### config.mk
export PLATFORM = sky130hd
export DESIGN_NAME = fbs_slave_sm
export DESIGN_NICKNAME = d
export VERILOG_FILES = /design/src/shared/fbs_pkg.sv /design/src/rtl/fbs_slave_sm.sv
export SDC_FILE = /design/constraint.sdc
export NUM_CORES = 2
export LEC_CHECK = 0
export BUFFER_PORTS_ARGS = -buffer_cell sky130_fd_sc_hd__buf_4
export CAP_MARGIN = 20
export CORE_ASPECT_RATIO = 1.25
export CORE_UTILIZATION = 55
export CTS_CLUSTER_SIZE = 16
export DETAILED_ROUTE_END_ITERATION = 10
export HOLD_SLACK_MARGIN = 0.15
export PLACE_DENSITY = 0.84
export SLEW_MARGIN = 10
export SYNTH_ARGS = -nofsm -noshare
export SYNTH_HDL_FRONTEND = slang
export SYNTH_SLANG_ARGS = --single-unit
### constraint.sdc
create_clock -name clock_i -period 30.5 [get_ports clock_i]
set_input_delay 3.05 -clock clock_i [delete_from_list [all_inputs] [get_ports clock_i]]
set_output_delay 3.05 -clock clock_i [all_outputs]
set_load 0.01 [all_outputs]
### src/shared/fbs_pkg.sv
// Constants shared by the fieldbus slave state logic.
// Assumes a single 100 MHz clock domain.
package fbs_pkg;
	localparam logic [15:0] ETHERTYPE_FB   = 16'h88a4;
	localparam int          ETYPE_HI_POS   = 12;
	localparam int          ETYPE_LO_POS   = 13;
	localparam int          HDR_LEN        = 14;
	localparam int          PD_LEN_DEF     = 50;
	localparam int          MBX_LEN_DEF    = 16;
	localparam logic [10:0] MBX_OFF        = 11'h00e;
	localparam logic [3:0]  AL_INIT        = 4'h1;
	localparam logic [3:0]  AL_PREOP       = 4'h2;
	localparam logic [3:0]  AL_BOOT        = 4'h3;
	localparam logic [3:0]  AL_SAFEOP      = 4'h4;
	localparam logic [3:0]  AL_OP          = 4'h8;
	localparam logic [10:0] MAP_OFF_RST    = 11'h01e;
	localparam logic [15:0] CYC_RST        = 16'h0001;
	localparam int          CLK_MHZ        = 100;
	localparam int          CYCLE_US_DEF   = 1;
	localparam int          CYCLE_CLKS_DEF = CYCLE_US_DEF * CLK_MHZ;
	typedef enum logic [2:0] {ST_INIT, ST_PREOP, ST_COPY, ST_SAFEOP, ST_OP} fbs_state_t;
endpackage : fbs_pkg

### src/rtl/fbs_slave_sm.sv
// Slave state logic of a daisy-chained real-time Ethernet fieldbus node.
// Assumes byte streams on clock_i from the MAC logic; dn_link_i is a pin.
// How it works
// - Extract addressed bytes from each passing telegram, insert own data, forward it.
// - With no downstream node, send the telegram back toward the master.
// - Fieldbus telegrams are recognised by frame type 0x88A4.
// - Power-on enters Init; mailbox and process data blocked.
// - Init to Pre-Op checks mailbox channel configuration first.
// - Pre-Op serves mailbox traffic only, no process data.
// - Pre-Op to Safe-Op checks process data channel configuration.
// - Copy current output data into transmit memory before acknowledging Safe-Op.
// - Safe-Op: mailbox and process data active, outputs refreshed, inputs zero.
// - Op: received data to input set 1, output set 1 to telegram.
// - Bootstrap state and its transition are refused.
// - Op falling to Pre-Op or Init halts updates, and mailbox too when going to Init; to Safe-Op only the inputs go zero.
// - Safe-Op to Init halts input updating and mailbox together.
// - Mapping and assignment objects select which bytes travel as process data.
// - Sync manager objects set the refresh cycle time and sync form.
// - Mailbox gives master access to the object directory.
`timescale 1ns/10ps
`default_nettype none
module fbs_slave_sm
	import fbs_pkg::*;
#(
	parameter int PD_LEN  = PD_LEN_DEF,
	parameter int MBX_LEN = MBX_LEN_DEF
) (
	input  wire logic                      clock_i,
	input  wire logic                      rst_i,
	input  wire logic                      rx_valid_i,
	input  wire logic [7:0]                rx_data_i,
	input  wire logic                      rx_sof_i,
	input  wire logic                      rx_eof_i,
	input  wire logic                      dn_link_i,
	input  wire logic                      dn_valid_i,
	input  wire logic [7:0]                dn_data_i,
	input  wire logic                      dn_sof_i,
	input  wire logic                      dn_eof_i,
	input  wire logic                      al_req_stb_i,
	input  wire logic [3:0]                al_req_i,
	input  wire logic                      sm_mbx_ok_i,
	input  wire logic                      sm_pd_ok_i,
	input  wire logic [10:0]               map_off_i,
	input  wire logic [10:0]               map_len_i,
	input  wire logic [15:0]               sm_cycle_i,
	input  wire logic                      sm_sync_i,
	input  wire logic                      out_wr_i,
	input  wire logic [$clog2(PD_LEN)-1:0] out_addr_i,
	input  wire logic [7:0]                out_data_i,
	output logic                           fw_valid_o,
	output logic [7:0]                     fw_data_o,
	output logic                           fw_sof_o,
	output logic                           fw_eof_o,
	output logic                           up_valid_o,
	output logic [7:0]                     up_data_o,
	output logic                           up_sof_o,
	output logic                           up_eof_o,
	output logic [3:0]                     al_state_o,
	output logic                           al_ack_o,
	output logic                           al_err_o,
	output logic                           mbx_on_o,
	output logic                           mbx_wr_o,
	output logic                           mbx_sof_o,
	output logic [7:0]                     mbx_data_o,
	output logic                           ds1_wr_o,
	output logic [$clog2(PD_LEN)-1:0]      ds1_addr_o,
	output logic [7:0]                     ds1_data_o
);
	localparam int AW = $clog2(PD_LEN);
	localparam logic [AW-1:0] PD_LAST = AW'(PD_LEN - 1);
	localparam logic [10:0]   PD_LEN_W = 11'(PD_LEN);
	localparam logic [10:0]   MBX_LEN_W = 11'(MBX_LEN);

	function automatic logic in_win(input logic [10:0] pos,
	                                input logic [10:0] off,
	                                input logic [10:0] len);
		in_win = (pos >= off) && (pos < off + len);
	endfunction : in_win

	fbs_state_t  st_r;
	fbs_state_t  st_nxt;
	logic        link_s1_r;
	logic        link_s2_r;
	logic [10:0] cnt_r;
	logic        hi_ok_r;
	logic        type_ok_r;
	logic [10:0] map_off_r;
	logic [10:0] map_len_r;
	logic [15:0] cyc_cnt_r;
	logic        cp_busy_r;
	logic [AW-1:0] cp_ptr_r;
	logic [7:0]  stage_r [PD_LEN];
	logic [7:0]  dpram_r [PD_LEN];
	logic        ack_nxt;
	logic        err_nxt;
	logic        latch_map;

	// Stream decode
	wire logic [10:0]   cur      = rx_sof_i ? 11'h000 : cnt_r;
	wire logic          mbx_act  = (st_r == ST_PREOP) || (st_r == ST_COPY) ||
	                               (st_r == ST_SAFEOP) || (st_r == ST_OP);
	wire logic          pd_act   = (st_r == ST_SAFEOP) || (st_r == ST_OP);
	wire logic          fb_frame = rx_valid_i && type_ok_r;
	wire logic          pd_hit   = fb_frame && pd_act && in_win(cur, map_off_r, map_len_r);
	wire logic          mbx_hit  = fb_frame && mbx_act && in_win(cur, MBX_OFF, MBX_LEN_W);
	wire logic [10:0]   pd_diff  = cur - map_off_r;
	wire logic [AW-1:0] pd_idx   = pd_diff[AW-1:0];
	wire logic [7:0]    proc_dat = pd_hit ? dpram_r[pd_idx] : rx_data_i;
	wire logic          last_node = !link_s2_r;

	// Refresh timing
	wire logic tick      = (cyc_cnt_r == 16'h0000);
	wire logic frame_end = rx_valid_i && rx_eof_i && type_ok_r;
	wire logic refresh   = sm_sync_i ? frame_end : tick;
	wire logic cp_enter  = (st_r != ST_COPY) && (st_nxt == ST_COPY);
	wire logic cp_start  = !cp_busy_r && (cp_enter || (pd_act && refresh));
	wire logic cp_done   = cp_busy_r && (cp_ptr_r == PD_LAST);

	// Checks made on a requested change
	wire logic mbx_cfg_ok = sm_mbx_ok_i;
	wire logic pd_cfg_ok  = sm_pd_ok_i && (map_len_i != 11'h000) &&
	                        (map_len_i <= PD_LEN_W) && (map_off_i >= 11'(HDR_LEN));

	// State requests from the master
	always_comb begin
		st_nxt    = st_r;
		ack_nxt   = 1'b0;
		err_nxt   = 1'b0;
		latch_map = 1'b0;
		case (st_r)
			ST_INIT: begin
				if (al_req_stb_i) begin
					if (al_req_i == AL_INIT) begin
						ack_nxt = 1'b1;
					end else if (al_req_i == AL_PREOP && mbx_cfg_ok) begin
						st_nxt  = ST_PREOP;
						ack_nxt = 1'b1;
					end else begin
						err_nxt = 1'b1;
					end
				end
			end
			ST_PREOP: begin
				if (al_req_stb_i) begin
					if (al_req_i == AL_INIT) begin
						st_nxt  = ST_INIT;
						ack_nxt = 1'b1;
					end else if (al_req_i == AL_PREOP) begin
						ack_nxt = 1'b1;
					end else if (al_req_i == AL_SAFEOP && pd_cfg_ok) begin
						st_nxt    = ST_COPY;
						latch_map = 1'b1;
					end else begin
						err_nxt = 1'b1;
					end
				end
			end
			ST_COPY: begin
				if (cp_done) begin
					st_nxt  = ST_SAFEOP;
					ack_nxt = 1'b1;
				end else if (al_req_stb_i) begin
					err_nxt = 1'b1;
				end
			end
			ST_SAFEOP: begin
				if (al_req_stb_i) begin
					ack_nxt = 1'b1;
					if (al_req_i == AL_INIT) begin
						st_nxt = ST_INIT;
					end else if (al_req_i == AL_PREOP) begin
						st_nxt = ST_PREOP;
					end else if (al_req_i == AL_OP) begin
						st_nxt = ST_OP;
					end else if (al_req_i != AL_SAFEOP) begin
						ack_nxt = 1'b0;
						err_nxt = 1'b1;
					end
				end
			end
			ST_OP: begin
				if (al_req_stb_i) begin
					ack_nxt = 1'b1;
					if (al_req_i == AL_INIT) begin
						st_nxt = ST_INIT;
					end else if (al_req_i == AL_PREOP) begin
						st_nxt = ST_PREOP;
					end else if (al_req_i == AL_SAFEOP) begin
						st_nxt = ST_SAFEOP;
					end else if (al_req_i != AL_OP) begin
						ack_nxt = 1'b0;
						err_nxt = 1'b1;
					end
				end
			end
			default: begin
				st_nxt = ST_INIT;
			end
		endcase
	end

	wire logic [3:0] code_nxt = (st_nxt == ST_PREOP || st_nxt == ST_COPY) ? AL_PREOP :
	                            (st_nxt == ST_SAFEOP) ? AL_SAFEOP :
	                            (st_nxt == ST_OP) ? AL_OP : AL_INIT;

	always_ff @(posedge clock_i or posedge rst_i) begin
		if (rst_i) begin
			st_r       <= ST_INIT;
			al_state_o <= AL_INIT;
			al_ack_o   <= 1'b0;
			al_err_o   <= 1'b0;
			mbx_on_o   <= 1'b0;
		end else begin
			st_r       <= st_nxt;
			al_state_o <= code_nxt;
			al_ack_o   <= ack_nxt;
			al_err_o   <= err_nxt;
			mbx_on_o   <= (st_nxt != ST_INIT);
		end
	end

	// Mapping latched when the change to Safe-Op is accepted
	always_ff @(posedge clock_i or posedge rst_i) begin
		if (rst_i) begin
			map_off_r <= MAP_OFF_RST;
			map_len_r <= 11'h000;
		end else if (latch_map) begin
			map_off_r <= map_off_i;
			map_len_r <= map_len_i;
		end
	end

	// Downstream presence pin synchroniser
	always_ff @(posedge clock_i or posedge rst_i) begin
		if (rst_i) begin
			link_s1_r <= 1'b0;
			link_s2_r <= 1'b0;
		end else begin
			link_s1_r <= dn_link_i;
			link_s2_r <= link_s1_r;
		end
	end

	// Byte position and frame type recognition
	always_ff @(posedge clock_i or posedge rst_i) begin
		if (rst_i) begin
			cnt_r     <= 11'h000;
			hi_ok_r   <= 1'b0;
			type_ok_r <= 1'b0;
		end else if (rx_valid_i) begin
			cnt_r <= (cur == 11'h7ff) ? cur : cur + 11'h001;
			if (rx_sof_i) begin
				hi_ok_r   <= 1'b0;
				type_ok_r <= 1'b0;
			end else if (cur == 11'(ETYPE_HI_POS)) begin
				hi_ok_r <= (rx_data_i == ETHERTYPE_FB[15:8]);
			end else if (cur == 11'(ETYPE_LO_POS)) begin
				type_ok_r <= hi_ok_r && (rx_data_i == ETHERTYPE_FB[7:0]);
			end
		end
	end

	// Forward downstream, or turn the telegram back at the last node
	always_ff @(posedge clock_i or posedge rst_i) begin
		if (rst_i) begin
			fw_valid_o <= 1'b0;
			fw_data_o  <= 8'h00;
			fw_sof_o   <= 1'b0;
			fw_eof_o   <= 1'b0;
			up_valid_o <= 1'b0;
			up_data_o  <= 8'h00;
			up_sof_o   <= 1'b0;
			up_eof_o   <= 1'b0;
		end else begin
			fw_valid_o <= rx_valid_i && !last_node;
			fw_data_o  <= proc_dat;
			fw_sof_o   <= rx_valid_i && rx_sof_i && !last_node;
			fw_eof_o   <= rx_valid_i && rx_eof_i && !last_node;
			up_valid_o <= last_node ? rx_valid_i : dn_valid_i;
			up_data_o  <= last_node ? proc_dat : dn_data_i;
			up_sof_o   <= last_node ? (rx_valid_i && rx_sof_i) : (dn_valid_i && dn_sof_i);
			up_eof_o   <= last_node ? (rx_valid_i && rx_eof_i) : (dn_valid_i && dn_eof_i);
		end
	end

	// Extracted data towards the gateway: mailbox and input data set 1
	always_ff @(posedge clock_i or posedge rst_i) begin
		if (rst_i) begin
			mbx_wr_o   <= 1'b0;
			mbx_sof_o  <= 1'b0;
			mbx_data_o <= 8'h00;
			ds1_wr_o   <= 1'b0;
			ds1_addr_o <= '0;
			ds1_data_o <= 8'h00;
		end else begin
			mbx_wr_o   <= mbx_hit;
			mbx_sof_o  <= mbx_hit && (cur == MBX_OFF);
			mbx_data_o <= rx_data_i;
			ds1_wr_o   <= pd_hit;
			ds1_addr_o <= pd_idx;
			ds1_data_o <= (st_r == ST_OP) ? rx_data_i : 8'h00;
		end
	end

	// Refresh period from the sync manager cycle setting
	always_ff @(posedge clock_i or posedge rst_i) begin
		if (rst_i) begin
			cyc_cnt_r <= CYC_RST;
		end else if (tick) begin
			cyc_cnt_r <= (sm_cycle_i == 16'h0000) ? 16'h0000 : sm_cycle_i - 16'h0001;
		end else begin
			cyc_cnt_r <= cyc_cnt_r - 16'h0001;
		end
	end

	// Copy of output data set 1 into the transmit memory
	always_ff @(posedge clock_i or posedge rst_i) begin
		if (rst_i) begin
			cp_busy_r <= 1'b0;
			cp_ptr_r  <= '0;
		end else if (cp_start) begin
			cp_busy_r <= 1'b1;
			cp_ptr_r  <= '0;
		end else if (cp_done) begin
			cp_busy_r <= 1'b0;
		end else if (cp_busy_r) begin
			cp_ptr_r <= cp_ptr_r + 1'b1;
		end
	end

	always_ff @(posedge clock_i or posedge rst_i) begin
		if (rst_i) begin
			for (int i = 0; i < PD_LEN; i++) begin
				stage_r[i] <= 8'h00;
				dpram_r[i] <= 8'h00;
			end
		end else begin
			if (out_wr_i && (out_addr_i <= PD_LAST)) begin
				stage_r[out_addr_i] <= out_data_i;
			end
			if (cp_busy_r) begin
				dpram_r[cp_ptr_r] <= stage_r[cp_ptr_r];
			end
		end
	end
endmodule : fbs_slave_sm
`default_nettype wire

==> run_results.csv <==
group,metric,value,unit
worst_setup_path,r2r_start,"map_off_r[0]",
place,port_buffers,139,
floorplan,rows,113,
cts,postCtsHoldBufs,0,
logic_synthesis,netlist_area,42700,sq um
logic_synthesis,yosysTopAreaCell,"dfrtp_1",
cts,ctsResizeCount,0,
worst_setup_path,path_cells,"buf_4 > nand2b_1 > ha_4 > buf_4 > buf_4 > mux4_2 > mux4_2 > o22ai_1 > nor4b_1 > a221o_1",
logic_synthesis,synth-main-ff-cell,"dfrtp_1",
drt,drt-total-wl,114000,microns
grt,antenna_found_initial,0,
cts,htree_num_levels,3,
grt,grt_pass1_vias,31922,
logic_synthesis,syn_area_per_cell,11.9,sq um
min_path,min_to,"link_s2_r",
worst_setup_path,path_depth,10,
drt,drt_iter0_drc,3095,
logic_synthesis,synth.area.top_cells,"dfrtp_1 (53%), mux2_2 (12%), mux4_2 (7.2%), nand2_1 (3.4%), a21oi_1 (2.9%)",
min_path,worstHoldStart,"link_s1_r",
logic_synthesis,syn-num-nets,3725,
worst_setup_path,cp-end-kind,"flop",
drt,vias_per_cell,6.48,
logic_synthesis,synth_top_family_by_area,"multiplexers",
sta,hold_viol,0,
logic_synthesis,synthArstFlopShare,100,%
worst_setup_path,cp_max_fo,38,
sta,min_period_over_period,22.9,%
drt,num_vias,30367,
place,dp_hpwl,71100,microns
logic_synthesis,synth_warnings,0,
logic_synthesis,synthSimpleGateAreaFrac,9.74,%
floorplan,io_pins,140,
sta,tightestPinTransition,1.28,ns
job,maxCapViolations,0,
cts,cts_tree,"yes",
drt,wl_met1,40900,microns
logic_synthesis,yosys.area_share.adder,1.24,%
drt,met3_length,9210,microns
cts,clock_sinks,917,
finish,final_cell_mix,"dfrtp_1 (908), mux2_2 (451), nand2_1 (382)",
logic_synthesis,synth_edf_count,0,
worst_setup_path,r2r_cells,15,
logic_synthesis,synth_top_area_share,53.4,%
finish,nets,3763,
cts,clk_pin_slew,0.07,ns
drt,drtAntennaViolNets,0,
worst_setup_path,path_class,"in -> reg",
grt,grt_max_degree,191,
finish,n_antenna_cell,0,
finish,drive_gt1_share,26.9,%
power,p_int,0.00221,W
sta,whs,0.361,ns
power,power.share.clock,41.2,%
worst_setup_path,crit_top_cell,"buf_4",
cts,cts_buffer_depth,3,
floorplan,start_util,55.9,%
cts,clock_latency,0.67,ns
logic_synthesis,synthMuxAreaShare,21.4,%
floorplan,fp.dieH,313,microns
sta,tns,0,ns
sta,fmax,143,MHz
sta,min_period,6.99,ns
finish,layout_commonest_cell,"dfrtp_1",
finish,syn_to_final_growth,11.6,%
logic_synthesis,synth_xor_area_share,0.947,%
worst_setup_path,cp_slowest_cell,"ha_4",
grt,grt_use_total,29.4,%
sta,rsz0062_at_grt,"no",
worst_setup_path,reg2reg_slack,25.77,ns
worst_setup_path,cp_num_buf_inv,3,
power,p_leak,21.5,nW
cts,cts_made_buffers,91,
power,power,0.00296,W
sta,finalSetupViolCount,0,
worst_setup_path,critical-path-top-delay-family,"buffers and inverters",
drt,drt_first_pass_iters,6,
power,powerDensity,62.1,nW/um^2
outcome,outcome,"finished, final reports clean",
sta,slew_viol_final,0,
drt,route.detailed.wl_per_inst,24.4,microns
logic_synthesis,synth_compound_area_share,9.70,%
place,place_congestion,0.914,
power,vdd_drop_max,53.4,uV
worst_setup_path,cp_data_required_time,31.05,ns
worst_setup_path,slowest_delay,0.83,ns
logic_synthesis,synth-seq-cells,917,
grt,grt_overflow_total,0,
logic_synthesis,synth.distinct_cells,83,
worst_setup_path,crit_arrival,7.54,ns
min_path,hold_path_class,"reg -> reg",
grt,grt_pass1_wl,180000,microns
power,pwr-share-comb,11.6,%
min_path,whs_path_depth,0,
power,sw_frac_of_total,25.1,%
drt,top_layer,"met4",
drt,dr_wl_met2,56700,microns
logic_synthesis,synthCells,3598,
logic_synthesis,ys_seq_area_share,53.8,%
cts,post_cts_buffers,0,
worst_setup_path,worstSetupStartpointType,"primary input",
floorplan,chipWidth,251,microns
power,p_switching,0.000743,W
drt,drcViolationCount,0,
sta,relSlewSlack,14.7,%
power,seq_power_share,47.2,%
sta,fin_skew,0.0319,ns
cts,cts_root_buffer,"clkbuf_16",
floorplan,die_area,78700,sq um
worst_setup_path,worstReg2RegEnd,"up_data_o[3]",
floorplan,core,76300,sq um
==> power by group through the flow <==
stage | Sequential, W | Clock, W | Combinational [W]
6_report | 0.00139 | 0.00122 | 0.000343
5_1_grt | 0.00141 | 0.00127 | 0.000371
4_1_cts | 0.00139 | 0.00122 | 0.000340
3_5_place_dp | 0.00141 | 0 | 0.000335
3_3_place_gp | 0.00140 | 0 | 0.000321
2_1_floorplan | 0.00139 | 0 | 0.000247
==> kinds of logic after synthesis <==
group,Yosys count
and+or+nand+nor,929
DFF,917
AOI/OAI and AO/OA,696
muxes,678
buffers and inverters,293
xor gates and xnor gates,44
adders and majority gates,41
==> layout make-up <==
type / instances / area (sq um)
inverters: 41 / 161
flip-flops and latches: 917 / 23000
well taps: 977 / 1220
multi-input cells: 2388 / 18500
fillers: 5479 / 28700
repair buffers: 197 / 1520
clock inverters: 34 / 534
clock buffers: 133 / 2750
==> synth_stat cells, types with 16 or more instances <==
cell / n
and3_1: 16
o21ai_0: 224
mux2_2: 451
xnor2_1: 23
o22ai_1: 38
mux2i_1: 85
a22oi_1: 28
a21oi_1: 245
nand2_1: 382
ha_1: 39
xor2_1: 20
nor3_1: 22
clkbuf_1: 165
nor4_1: 19
nor2b_1: 30
mux4_2: 136
inv_1: 37
and2_1: 19
nor2_1: 308
buf_2: 65
dfrtp_1: 911
nand3_1: 39
a221oi_1: 18
==> per-stage QoR <==
stage / cell area [sq um] / setup slack, ns / instances / utilization [%]
6_report: 47600 / 23.51 / 4687 / 62.4
5_1_grt: 47600 / 23.22 / 4687 / 62.4
4_1_cts: 47500 / 23.52 / 4674 / 62.2
3_5_place_dp: 44200 / 22.86 / 4507 / 57.9
3_3_place_gp: 44200 / 22.97 / 4503 / 57.9
2_1_floorplan: 42700 / 1.68 / 3598 / -
==> worst max path at each step <==
stage               startpoint           end  slack (ns)
floorplan                rst_i      al_ack_o        1.68
global placement      rx_sof_i  up_data_o[1]       22.97
finish                rx_sof_i  up_data_o[1]       23.51
CTS                   rx_sof_i  up_data_o[5]       23.52
global route          rx_sof_i  up_data_o[5]       23.22
detailed placement    rx_sof_i  up_data_o[5]       22.86
==> routing by layer <==
metal	vias up	global-route usage, %
met5	-	0
met4	0	18.1
met3	487	6.24
met2	1575	49.4
met1	15292	34.6
li1	13013	-
==> flip-flops by register name, summed over array words and instances (netlist names), 3 cells and up <==
signal      cells
dpram_r       400
stage_r       400
cyc_cnt_r      16
cnt_r          11
map_len_r      11
map_off_r      11
ds1_data_o      8
fw_data_o       8
mbx_data_o      8
up_data_o       8
cp_ptr_r        6
ds1_addr_o      6
al_state_o      4
st_r            3
(Power assumes the default switching activity.)
